$ cat src/pkg/scaling_pkg.sv
// holds constants shared by the voltage scaling setup register block
// assumes a pmbus command decoder presents decoded byte-level accesses
// Notes on behaviour
// - bit 7 set selects scaling mode, clear selects plain pmbus mode.
// - in scaling mode the related scaling registers ignore writes.
// - a blocked address, dac default or ext write sets the misc fault flag and raises alert.
// - in scaling mode trim and margin step commands are nacked both ways.
// - a new mode bit acts only after store and power cycle.
// - bit 5 picks pin threshold, 0 is 2.5 V, 1 is 1.8 V.
// - pin level bit exists on page 0 only; page 1 reads zero.
// - startup bit 4 acts only while the channel is in scaling mode.
// - in scaling mode the startup bit switches sub-mode at once.
// - in startup sub-mode reference comes from the dac default register.
// - during soft start in sub-mode slew follows soft start rise time.
// - after soft start in sub-mode slew follows the slew select bit.
// - in startup sub-mode dac default register writes are accepted.
// - in startup sub-mode serial scaling bus commands are ignored.
// - unimplemented bits read zero and discard written values.
// - double commit bit set needs each commit received twice.
// - payload field 01 10-bit, 10 12-bit, 11 16-bit, 00 reserved.
// - slew select 0 is 200 mV per 30 us, 1 is 2 mV per 30 us.
// - clearing startup bit with mode bit set returns to plain scaling.
package scaling_pkg;
	localparam logic [7:0]  setup_cmd       = 8'he9;
	localparam logic [7:0]  address_cmd     = 8'hea;
	localparam logic [7:0]  dac_default_cmd = 8'heb;
	localparam logic [7:0]  ext_a_cmd       = 8'hec;
	localparam logic [7:0]  ext_b_cmd       = 8'hed;
	localparam logic [7:0]  trim_cmd        = 8'hd4;
	localparam logic [7:0]  margin_high_cmd = 8'hd5;
	localparam logic [7:0]  margin_low_cmd  = 8'hd6;
	localparam logic [15:0] setup_reset     = 16'h0002;
	localparam int          mode_bit        = 7;
	localparam int          level_bit       = 5;
	localparam int          startup_bit     = 4;
	localparam int          double_bit      = 3;
	localparam int          payload_lo      = 1;
	localparam int          slew_bit        = 0;
	localparam logic [15:0] impl_mask       = 16'h00bf;
	localparam logic [15:0] page1_mask      = 16'h009f;
	localparam logic [1:0]  payload_10      = 2'h1;
	localparam logic [1:0]  payload_12      = 2'h2;
	localparam logic [1:0]  payload_16      = 2'h3;
	localparam logic [4:0]  width_10        = 5'h0a;
	localparam logic [4:0]  width_12        = 5'h0c;
	localparam logic [4:0]  width_16        = 5'h10;
	localparam logic [7:0]  fast_step_mv    = 8'hc8;
	localparam logic [7:0]  slow_step_mv    = 8'h02;
	localparam int          step_time_us    = 30;
	localparam int          clock_mhz       = 25;
	localparam int          step_cycles     = step_time_us * clock_mhz;
endpackage

$ cat src/design/channel_mode.sv
// one channel's operating mode decode from the latched enable and setup bits
// assumes mode_latched only changes at power-up
`timescale 1ns/10ps
module channel_mode (
	input  wire logic mclk,
	input  wire logic reset,
	input  wire logic mode_latched,
	input  wire logic startup_bit,
	input  wire logic soft_start_done,
	output logic      in_scaling,
	output logic      in_startup,
	output logic      slew_from_rise
);
	typedef enum logic [2:0] {
		pmbus_s   = 3'b001,
		scaling_s = 3'b010,
		preset_s  = 3'b100
	} mode_t;
	typedef struct packed {
		mode_t mode;
	} state_t;
	state_t st_reg;
	state_t st_next;

	always_comb begin
		st_next = st_reg;
		unique case (st_reg.mode)
			pmbus_s: begin
				if (mode_latched)
					st_next.mode = startup_bit ? preset_s : scaling_s;
			end
			scaling_s: begin
				if (!mode_latched)
					st_next.mode = pmbus_s;
				else if (startup_bit)
					st_next.mode = preset_s;
			end
			preset_s: begin
				if (!mode_latched)
					st_next.mode = pmbus_s;
				else if (!startup_bit)
					st_next.mode = scaling_s;
			end
			default: st_next.mode = pmbus_s;
		endcase
	end

	always_ff @(posedge mclk) begin
		if (reset)
			st_reg <= '{mode: pmbus_s};
		else
			st_reg <= st_next;
	end

	// startup bit is ignored in pmbus mode
	assign in_scaling     = st_reg.mode != pmbus_s;
	assign in_startup     = st_reg.mode == preset_s;
	assign slew_from_rise = in_startup && !soft_start_done;
endmodule // channel_mode

$ cat src/design/voltage_scaling_setup.sv
// setup register bank for two paged channels with mode-based protection
// assumes a decoder gives one-cycle write and read strobes with page select
`timescale 1ns/10ps
module voltage_scaling_setup (
	input  wire logic        mclk,
	input  wire logic        reset,
	input  wire logic        power_up,
	input  wire logic [1:0]  stored_mode,
	input  wire logic        page,
	input  wire logic [7:0]  cmd,
	input  wire logic        wr_stb,
	input  wire logic        rd_stb,
	input  wire logic [15:0] wr_data,
	input  wire logic [1:0]  soft_start_done,
	input  wire logic        serial_cmd_valid,
	input  wire logic        serial_commit,
	input  wire logic        serial_channel,
	output logic [15:0]      rd_data,
	output logic             access_nack,
	output logic             write_allow,
	output logic             misc_fault_set,
	output logic             alert_set,
	output logic             pin_level_select,
	output logic [1:0]       scaling_mode,
	output logic [1:0]       preset_reference_mode,
	output logic [1:0]       slew_from_rise,
	output logic [1:0]       slow_slew,
	output logic [4:0]       payload_width_ch0,
	output logic [4:0]       payload_width_ch1,
	output logic             serial_accept,
	output logic             commit_apply
);
	// ==========================================================
	// state
	typedef struct packed {
		logic [15:0] setup0;
		logic [15:0] setup1;
		logic [1:0]  mode_latch;
		logic [1:0]  commit_seen;
		logic [15:0] rd;
		logic        nack;
		logic        fault;
		logic        commit;
	} state_t;
	state_t st_reg;
	state_t st_next;

	logic [1:0] in_scaling;
	logic [1:0] in_startup;
	logic       prot_cmd;
	logic       gated_cmd;
	logic       cur_scaling;
	logic       cur_startup;
	logic [15:0] cur_setup;
	logic       ch_double;

	assign cur_scaling = in_scaling[page];
	assign cur_startup = in_startup[page];
	assign cur_setup   = page ? st_reg.setup1 : st_reg.setup0;

	// ==========================================================
	// command decode
	// dac default stays writable while the channel is in startup sub-mode
	always_comb begin
		prot_cmd  = 1'b0;
		gated_cmd = 1'b0;
		unique case (cmd)
			scaling_pkg::address_cmd,
			scaling_pkg::ext_a_cmd,
			scaling_pkg::ext_b_cmd: begin
				prot_cmd = 1'b1;
			end
			scaling_pkg::dac_default_cmd: begin
				prot_cmd = !cur_startup;
			end
			scaling_pkg::trim_cmd,
			scaling_pkg::margin_high_cmd,
			scaling_pkg::margin_low_cmd: begin
				gated_cmd = 1'b1;
			end
			default: begin
				prot_cmd  = 1'b0;
				gated_cmd = 1'b0;
			end
		endcase
	end

	assign ch_double   = serial_channel ? st_reg.setup1[scaling_pkg::double_bit]
		: st_reg.setup0[scaling_pkg::double_bit];

	// ==========================================================
	// per channel mode decode
	channel_mode u_mode0 (
		.mclk            (mclk),
		.reset           (reset),
		.mode_latched    (st_reg.mode_latch[0]),
		.startup_bit     (st_reg.setup0[scaling_pkg::startup_bit]),
		.soft_start_done (soft_start_done[0]),
		.in_scaling      (in_scaling[0]),
		.in_startup      (in_startup[0]),
		.slew_from_rise  (slew_from_rise[0])
	);
	channel_mode u_mode1 (
		.mclk            (mclk),
		.reset           (reset),
		.mode_latched    (st_reg.mode_latch[1]),
		.startup_bit     (st_reg.setup1[scaling_pkg::startup_bit]),
		.soft_start_done (soft_start_done[1]),
		.in_scaling      (in_scaling[1]),
		.in_startup      (in_startup[1]),
		.slew_from_rise  (slew_from_rise[1])
	);

	// ==========================================================
	// next state
	always_comb begin
		st_next = st_reg;
		st_next.nack = 1'b0;
		st_next.fault = 1'b0;
		st_next.commit = 1'b0;
		if (power_up)
			st_next.mode_latch = stored_mode;
		if (wr_stb && cmd == scaling_pkg::setup_cmd) begin
			if (page)
				st_next.setup1 = wr_data & scaling_pkg::page1_mask;
			else
				st_next.setup0 = wr_data & scaling_pkg::impl_mask;
		end
		if (wr_stb && prot_cmd && cur_scaling)
			st_next.fault = 1'b1;
		if ((wr_stb || rd_stb) && gated_cmd && cur_scaling)
			st_next.nack = 1'b1;
		if (rd_stb)
			st_next.rd = (cmd == scaling_pkg::setup_cmd) ? cur_setup : 16'h0000;
		if (serial_accept && serial_commit) begin
			if (!ch_double || st_reg.commit_seen[serial_channel]) begin
				st_next.commit = 1'b1;
				st_next.commit_seen[serial_channel] = 1'b0;
			end else begin
				st_next.commit_seen[serial_channel] = 1'b1;
			end
		end
	end

	always_ff @(posedge mclk) begin
		if (reset)
			st_reg <= '{setup0: scaling_pkg::setup_reset,
				setup1: scaling_pkg::setup_reset, default: '0};
		else
			st_reg <= st_next;
	end

	// ==========================================================
	// payload width decode
	function automatic logic [4:0] width_of(input logic [1:0] p);
		unique case (p)
			scaling_pkg::payload_12: width_of = scaling_pkg::width_12;
			scaling_pkg::payload_16: width_of = scaling_pkg::width_16;
			default: width_of = scaling_pkg::width_10; // reserved maps to 10
		endcase
	endfunction

	// ==========================================================
	// outputs
	assign rd_data               = st_reg.rd;
	assign access_nack           = st_reg.nack;
	assign misc_fault_set        = st_reg.fault;
	assign alert_set             = st_reg.fault;
	// protected writes never land while the channel is in scaling mode
	assign write_allow           = wr_stb && !(prot_cmd && cur_scaling)
		&& !(gated_cmd && cur_scaling);
	assign pin_level_select      = st_reg.setup0[scaling_pkg::level_bit];
	assign scaling_mode          = in_scaling;
	assign preset_reference_mode = in_startup;
	assign slow_slew = {st_reg.setup1[scaling_pkg::slew_bit],
		st_reg.setup0[scaling_pkg::slew_bit]};
	assign payload_width_ch0 =
		width_of(st_reg.setup0[scaling_pkg::payload_lo +: 2]);
	assign payload_width_ch1 =
		width_of(st_reg.setup1[scaling_pkg::payload_lo +: 2]);
	assign serial_accept = serial_cmd_valid && in_scaling[serial_channel]
		&& !in_startup[serial_channel];
	assign commit_apply  = st_reg.commit;
endmodule // voltage_scaling_setup

$ cat config.mk
export PLATFORM = sky130hd
export DESIGN_NAME = voltage_scaling_setup
export DESIGN_NICKNAME = d
export VERILOG_FILES = /design/src/pkg/scaling_pkg.sv /design/src/design/channel_mode.sv /design/src/design/voltage_scaling_setup.sv
export SDC_FILE = /design/constraint.sdc
export NUM_CORES = 1
export LEC_CHECK = 0
export ABC_AREA = 1
export BUFFER_PORTS_ARGS = -buffer_cell sky130_fd_sc_hd__buf_4
export CORE_MARGIN = 1.5
export CORE_UTILIZATION = 51
export CTS_BUF_LIST = sky130_fd_sc_hd__clkbuf_8 sky130_fd_sc_hd__clkbuf_16
export DETAILED_ROUTE_END_ITERATION = 12
export PLACE_DENSITY = 0.85
export SYNTH_ARGS = -nofsm -noshare
export SYNTH_HDL_FRONTEND = slang
export SYNTH_SLANG_ARGS = --single-unit
$ cat constraint.sdc
create_clock -name mclk -period 3.9 [get_ports mclk]
set_clock_uncertainty 0.2 [all_clocks]
set_input_delay 0 -clock mclk [delete_from_list [all_inputs] [get_ports mclk]]
set_output_delay 0 -clock mclk [all_outputs]
set_load 0.05 [all_outputs]
Yosys cells after proc, flatten, opt, wreduce, memory -nomap -nowiden
Cells that the tools add are included.
Storage, ports and cells
  input bits: 37
  logic and storage cells: 112
  memories kept: 0
  bits in latches: 0
  RAM bits: 0
  output and inout port bits: 41
  ROM bits: 0
  register bits: 42
Operators by class
  $mul: 0
  $lt $le $gt $ge: 3
  divide/modulo/power cells: 0
  shift operators: 0
  $add $sub $neg: 0
  reductions and logical operators: 31
  eq/ne operators: 26
  mux-type cells: 37
  bitwise operators: 5
Operator list (number)
  $eq 8x8->1 const B: 8
  $mux 3: 12
  $pmux 5 s2: 2
  $pmux 3 s3: 2
  $mux 1: 16
  $mux 8: 2
  $logic_and 1x1->1: 15
  $ne 3x3->1 const B: 4
  $eq 2x2->1 const B: 4
  $logic_not 1->1: 7
  $eq 3x1->1 const B: 2
  $eq 3x2->1 const B: 2
  $eq 3x3->1 const B: 2
  $ne 3x1->1 const B: 2
  $reduce_and 3->1: 2
  $reduce_or 3->1: 2
  $lt 1x2->1 const B: 2
  $ne 2x2->1 const B: 2
  $reduce_and 2->1: 2
  $and 2x2->2: 1
  $logic_or 1x1->1: 2
  $mux 2: 1
  $not 1->1: 2
  $not 2->2: 1
  5 further kinds: 5

Depth between registers and ports, before layout
Gate-level depths: netlist (run 1).
  depth in word-level cells: 9
  mapped depth: 8
  mapped depth without buffers: 8

Modules after synthesis
Synthesis (run 1) repeated with hierarchy kept, for this count alone.
Unflattened totals
  cell total of the unflattened synthesis: 292
  area total of the unflattened synthesis: 1858.0 µm²
By module, submodules not included
  voltage_scaling_setup: sequential area each 540.5 µm², cells each 226, area an instance 1462.7 µm², instances 1
  channel_mode: sequential area each 60.1 µm², cells each 33, area an instance 197.7 µm², instances 2

Worst setup path before layout (run 1)
Ideal clock, no wire load.
  path kind: flip-flop to output port
  start: register u_mode1.st_reg[0] in the netlist's numbering
  end: output write_allow
  data required time: 3700 ps
  cell stages (with the launch flop): 8
  data arrival time: 1615 ps
  slack: 2085 ps
  path buffers: 0
  cell sequence: dfxtp_1 > nor2_1 > nand2_1 > a21oi_1 > o21ai_0 > nand2_1 > nand2_1 > a21oi_1
Between the ends
  cells in the longest elaborated chain, start to end: 9
  elaborated cells on any way between the ends: 14
  those cells by class: eq/ne (2); mux (5); reduce/logical (7)
Ends and longest elaborated chain
  start: declaration: RTL line channel_mode.sv:22  | state_t st_reg;
  start signal: assignment: RTL line channel_mode.sv:50  | st_reg <= '{mode: pmbus_s};
  start signal: assignment: RTL line channel_mode.sv:52  | st_reg <= st_next;
  $eq 3x3->1: RTL line channel_mode.sv:57  | assign in_startup = st_reg.mode == preset_s;
  $mux 1 (not written as such) (2 in a row): RTL line voltage_scaling_setup.sv:58  | assign cur_startup = in_startup[page];
  $logic_not 1->1: RTL line voltage_scaling_setup.sv:74  | prot_cmd = !cur_startup;
  $pmux 1 s2: RTL line voltage_scaling_setup.sv:67  | unique case (cmd)
  $logic_and 1x1->1: RTL line voltage_scaling_setup.sv:170  | assign write_allow = wr_stb && !(prot_cmd && cur_scaling)
  $logic_not 1->1: RTL line voltage_scaling_setup.sv:170
  $logic_and 1x1->1: RTL line voltage_scaling_setup.sv:170
  $logic_and 1x1->1 *: RTL line voltage_scaling_setup.sv:171  | && !(gated_cmd && cur_scaling);
  end: declaration: RTL line voltage_scaling_setup.sv:20  | output logic write_allow,
Mark *: on every way between the ends. The rest lies on a longest branch, timed or not. The select of a mux whose other input is x is not followed.

Worst setup path in the final report (run 1)
  start: input cmd[4]
  end: output write_allow
Between the ends
  cells in the longest elaborated chain, start to end: 7
  elaborated cells on any way between the ends: 17
  those cells by class: eq/ne (7); mux (2); reduce/logical (8)
Ends and longest elaborated chain
  start: declaration: RTL line voltage_scaling_setup.sv:10  | input wire logic [7:0] cmd,
  $eq 8x8->1: RTL line voltage_scaling_setup.sv:67
  $reduce_or 3->1: RTL line voltage_scaling_setup.sv:67
  $pmux 1 s2: RTL line voltage_scaling_setup.sv:67
  $logic_and 1x1->1: RTL line voltage_scaling_setup.sv:170
  $logic_not 1->1: RTL line voltage_scaling_setup.sv:170
  $logic_and 1x1->1: RTL line voltage_scaling_setup.sv:170
  $logic_and 1x1->1 *: RTL line voltage_scaling_setup.sv:171
Mark *: on every way between the ends. The rest lies on a longest branch, timed or not.

==> impl_metrics.yaml, run 1 <==
floorplanning:
  coreArea_mm2: 0.00339
  fp.dieArea_mm2: 0.00396
  io-pin-count: 78
  initial_utilization_pct: 54.0
  die_w_um: 62.9
  die_y_um: 62.9
  fp-row-count: 21
sta:
  fin_crit_sh_pct: 73.4
  worstMarginPinSlew_ns: 0.771
  relSlewSlack_pct: 48.5
  fmaxAchievable_ghz: 0.349
  period_minus_slack_ns: 2.86
  setup_viol: 0
  hold_viol_final: 0
  final.setup.tns_ns: 0
  rsz0062_at_grt: "false"
  final_max_slew_viol_count: 0
route:
  postRouteAntennaNets: 0
  drt_iter0_markers: 103
  drc: 0
  finalWirelength_um: 4920
  dr_total_vias: 1974
  dr.pass1.iters: 4
  via_per_inst: 5.15
  wl_per_cell_um: 12.9
critical_path:
  worst_setup_path_start_kind: "input port"
  crit_chain: "dlygate4sd3_1 > buf_4 > inv_1 > nand2_1 > dlygate4sd3_1 > nor2_2 > dlygate4sd3_1 > inv_1 > nor3_1 > nand2_1 > nand2_1 > a21oi_1 > buf_4"
  critical-path-top-delay-family: "buffers and inverters"
  r2r_slack_ns: 1.50
  critPathBufInv: 7
  slowest_delay_ns: 0.57
  r2r_start: "u_mode1.st_reg[0]"
  slowest_stage: "dlygate4sd3_1"
  worst_r2r_path_depth: 9
  required_ns: 3.70
  end_kind: "output port"
  path_class: "in -> out"
  path_max_fanout: 2
  worstPathArrival_ns: 2.66
layout:
  final_common_cell: "buf_4"
  largest_register_ffs: 12
  nNetsFinal: 373
  postLayoutCoreUtil_pct: 75.5
  drive_gt1_share_pct: 24.6
  area_growth_pct: 39.7
  final_cell_mix: "57 x buf_4, 39 x nor2_1, 35 x nand2_1"
  num_antenna_cells: 0
  final_cell_count_no_fill: 383
job:
  maxCapViolCount: 0
grt:
  grt_pass1_vias: 1864
  antenna_found_initial: 0
  grt-ovfl-total: 0
  gr-usage-all-layers_pct: 25.5
  grt_pass1_wl_um: 8100
  grt_max_degree: 30
clocking:
  htreeDepth: 2
  clk_path_buf_depth: 2
  worstSkewPairLatency_ns: 0.29
  root_buffer: "clkbuf_8"
  cts.sinks: 33
  cts_resized: 0
  numCtsBuffers: 5
  cts_tree: "built"
pwr:
  irDropWorstVdd_uv: 209
  p_leak_nw: 1.24
  p_per_area_mw_per_mm2: 384
place:
  place_congestion: 0.764
  dp.cells: 343
  port-buffer-count: 57
  dp_hpwl_um: 2980
logic_synthesis:
  synth_area_mm2: 0.00183
  ys_seq_elements: 33
  yosysWarnings: 0
  syn_inst: 263
  yosysSeqAreaShare_pct: 36.1
  synthDistinctLibCells: 27
  synth.avg_cell_area_um2: 6.96
hold_path:
  hp-class: "in -> out"
  holdCritStartpoint: "soft_start_done[1]"
  hold_end: "slew_from_rise[1]"
  hold_depth: 3
status:
  status: "finished, final reports clean"
==> layer usage <==
layer / vias to the layer above / track usage (%) / wire [µm]
met4: 0 / 10.0 / 113
met2: 84 / 46.5 / 2460
met1: 914 / 28.7 / 2040
li1: 963 / - / -
met5: - / 0 / 0
met3: 13 / 5.23 / 314
==> per-stage QoR <==
| stage | worst slack [ns] | hold slack, ns | total power [W] | instance area (µm²) |
|---|---|---|---|---|
| 4_1_cts | 1.14 | 0.0845 | 0.000979 | 2560 |
| 2_1_floorplan | 2.08 | -0.131 | 0.000577 | 1870 |
| 6_report | 1.04 | 0.0830 | 0.000983 | 2560 |
| 5_1_grt | 0.868 | 0.0933 | 0.00102 | 2560 |
| 3_3_place_gp | 2.41 | -0.0155 | 0.000615 | 2120 |
| 3_5_place_dp | 2.40 | -0.0139 | 0.000619 | 2120 |
==> cells by family (layout without fill, tap and decap cells) <==
| kind of cell | after synthesis | in the layout | synth area share, % |
|---|---|---|---|
| and+or+nand+nor | 113 | 113 | 28.3 |
| buffers and inverters | 66 | 130 | 19.7 |
| AOI/OAI and AO/OA | 49 | 49 | 15.2 |
| DFF | 33 | 33 | 36.1 |
| other | 1 | 11 | 0.205 |
| xor gates and xnor gates | 1 | 1 | 0.479 |
==> worst min-delay path, stage by stage <==
cell	delay, ns
buf_4	0.08
nor2_1	0.03
buf_4	0.18
==> cells in the mapped netlist <==
master | instances | area share (%)
nor2_1 | 39 | 8.0
nand2_1 | 35 | 7.2
dfxtp_1 | 33 | 36
inv_1 | 28 | 5.7
buf_4 | 27 | 11
o21ai_0 | 22 | 6.0
nand3_1 | 16 | 4.4
a21oi_1 | 13 | 3.6
nand4_1 | 8 | 2.7
o211ai_1 | 6 | 2.5
inv_2 | 5 | 1.0
or2_2 | 4 | 1.4
buf_2 | 3 | 0.82
nand2_2 | 3 | 1.0
nor2_2 | 3 | 1.0
nor3_1 | 3 | 0.82
o22ai_1 | 3 | 1.0
clkbuf_1 | 2 | 0.41
nor3_4 | 2 | 1.8
a211oi_1 | 1 | 0.41
a31oi_1 | 1 | 0.34
buf_6 | 1 | 0.62
conb_1 | 1 | 0.20
o211ai_2 | 1 | 0.68
o21ai_1 | 1 | 0.27
o311ai_0 | 1 | 0.48
xnor2_1 | 1 | 0.48
==> how the worst max path moves through the flow <==
stage                        to               from  cells after the start  slack, ns
finish              write_allow             cmd[4]                     13       1.04
global route        write_allow             cmd[4]                     13       0.87
CTS                 write_allow             cmd[4]                     13       1.14
detailed placement  write_allow  u_mode1.st_reg[0]                      8       2.40
global placement    write_allow  u_mode1.st_reg[0]                      8       2.41
floorplan           write_allow  u_mode1.st_reg[0]                      7       2.08
==> repair_timing <==
item	4_1_cts	5_1_grt
setup buffers	0	0
endpoints found under the hold margin	29	0
hold buffers	32	0
==> where the power goes <==
group | switching [W] | internal, W
clock network | 0.000133 | 0.000208
registers | 0.0000136 | 0.000354
logic | 0.000179 | 0.0000948
==> area by class of cell <==
| class | instances | area, µm² |
|---|---|---|
| flip-flops and latches | 33 | 661 |
| inverters | 33 | 124 |
| clock inverters | 2 | 37.5 |
| fillers | 274 | 832 |
| clock buffers | 6 | 82.6 |
| multi-input cells | 174 | 847 |
| repair buffers | 89 | 748 |
| well taps | 46 | 57.6 |
Note: power is estimated with default switching activity, not from simulation.
==> run 2: changes to the inputs <==
CORE_UTILIZATION = 43   (was 51)
PLACE_DENSITY = 0.76   (was 0.85)
clock period = 2.47 ns   (was 3.9 ns; I/O delays follow)
==> run 2 against run 1 <==
  * Final cell count increased by 1.6%
  * Clock-buffer cell count decreased by 1
  * Die area increased by 18%
  * Non-clock buffer count increased by 2
  * Cell area increased by 0.34%
  * Total power increased by 48%
  * Core utilization decreased by 12 points
  * Register-to-register slack got worse by 1.3 ns
  * Hold slack improved by 0.00082 ns
  * Global-route usage decreased by 4.3 points
  * Critical path type is now reg -> reg
==> impl_metrics.yaml, run 2 (synthesis results as in run 1) <==
sta:
  setup_viol: 0
  fin_crit_sh_pct: 93.7
  relSlewSlack_pct: 48.9
  final.setup.tns_ns: 0
  fmaxAchievable_ghz: 0.432
  layout_setup_ws_ns: 0.156
  final_max_slew_viol_count: 0
  worstMarginPinSlew_ns: 0.765
  fin_hold_ws_ns: 0.0839
  period_minus_slack_ns: 2.31
  hold_viol_final: 0
floorplanning:
  die_y_um: 68.2
  die_w_um: 68.2
  fp.dieArea_mm2: 0.00466
  initial_utilization_pct: 45.1
  io-pin-count: 78
  coreArea_mm2: 0.00406
  fp-row-count: 23
pwr:
  irDropWorstVdd_uv: 317
  p_per_area_mw_per_mm2: 566
  p_leak_nw: 1.24
critical_path:
  path_max_fanout: 5
  r2r_start: "u_mode1.st_reg[1]"
  path_class: "reg -> reg"
  worstPathArrival_ns: 2.29
  required_ns: 2.45
  worst_setup_path_start_kind: "register"
  worstSetupStartpoint: "u_mode1.st_reg[1]"
  end_kind: "register"
  r2r_slack_ns: 0.16
  worst_r2r_path_depth: 10
clocking:
  htreeDepth: 2
  worstSkewPairLatency_ns: 0.29
  clk_pin_slew_ns: 0.07
  cts_tree: "built"
  numCtsBuffers: 5
  cts.sinks: 33
  root_buffer: "clkbuf_8"
  clk_path_buf_depth: 2
route:
  drt_iter0_markers: 84
  dr.pass1.iters: 4
  dr_total_vias: 1870
  via_per_inst: 4.81
  finalWirelength_um: 4580
  postRouteAntennaNets: 0
  drc: 0
  wl_per_cell_um: 11.8
hold_path:
  hold_depth: 3
  hp-class: "in -> out"
place:
  port-buffer-count: 57
  post-place-ws_ns: 0.958
  dp.cells: 347
  place_congestion: 0.829
  dp_hpwl_um: 3060
  place_area_mm2: 0.00212
layout:
  multiInputGateArea_um2: 862
  seqCellArea_um2: 668
  nNetsFinal: 375
  fin_area_mm2: 0.00257
  drive_gt1_share_pct: 28.3
  num_antenna_cells: 0
  area_growth_pct: 40.2
  fill_cells: 373
  largest_register_ffs: 12
  final_cell_count_no_fill: 389
  final_common_cell: "buf_4"
  final_cell_mix: "59 x buf_4, 36 x nor2_1, 34 x nand2_1"
grt:
  grt_pass1_vias: 1740
  grt-ovfl-total: 0
  gr-usage-all-layers_pct: 21.2
  grt_max_degree: 30
  grt_pass1_wl_um: 7420
  antenna_found_initial: 0
job:
  maxCapViolCount: 0
status:
  status: "finished, final reports clean"
## run 2: cell count changes in the layout (fill, tap and decap cells not counted)
cell,delta
clkbuf_8,-1
dfxtp_1,-6
nand2_1,-1
nor2_2,+3
buf_4,+2
nand3_1,-1
nand2_2,+1
bufinv_16,-1
nor2_1,-3
clkinv_2,+2
nand3_2,+1
dfxtp_2,+6
## run 2: stage by stage
stage          total power [W]  utilization (%)
3_3_place_gp          0.000974             52.3
2_1_floorplan         0.000911                -
5_1_grt                0.00152             63.2
4_1_cts                0.00141             62.3
6_report               0.00145             63.2
3_5_place_dp          0.000980             52.3
## run 2: cell type report
| type | instances | area share (%) |
|---|---|---|
| Clock buffer | 5 | 2.68 |
| Clock inverter | 3 | 0.683 |
| Inverter | 33 | 4.83 |
| Multi-Input combinational cell | 174 | 33.6 |
| Timing Repair Buffer | 91 | 29.7 |
| Sequential cell | 33 | 26.0 |
| Tap cell | 50 | 2.44 |
## run 2: layer usage
metal / global-route usage (%) / up-vias / part of all wire, %
met2: 39.2 / 58 / 51
met3: 6.25 / 5 / 6.2
li1: - / 969 / -
met1: 23.3 / 838 / 42
met4: 6.00 / 0 / 1.0
met5: 0 / - / 0
## run 2: report_power, final
part           internal, W  switching [W]  leakage, nW  total [W]
registers         0.000564      0.0000238        0.269   0.000587
clock network     0.000194       0.000203       0.0439   0.000397
logic             0.000177       0.000289        0.923   0.000467
total             0.000935       0.000516         1.24    0.00145
## run 2: how the worst min path moves through the flow
stage | start | end
after floorplan | reset | rd_data[5]
final | soft_start_done[1] | slew_from_rise[1]
after detailed placement | reset | u_mode1.st_reg[1]
after global routing | soft_start_done[1] | slew_from_rise[1]
after global placement | reset | rd_data[5]
after CTS | soft_start_done[0] | slew_from_rise[0]
## run 2: critical path: stages, from the launching register on
cell and delay (ns):
dfxtp_2 0.33, nor2_2 0.13, nand2_2 0.11, nand3_1 0.10, nand2_1 0.07, nand4_1 0.06, dlygate4sd3_1 0.54, nand2_1 0.05
inv_1 0.04, nor2_1 0.03, dlygate4sd3_1 0.54
## run 2: what timing repair did
item	4_1_cts	5_1_grt
hold buffers	32	0
buffers inserted	0	2
endpoints found under the setup margin	0	1
gates resized for setup	0	11
endpoints found under the hold margin	29	0
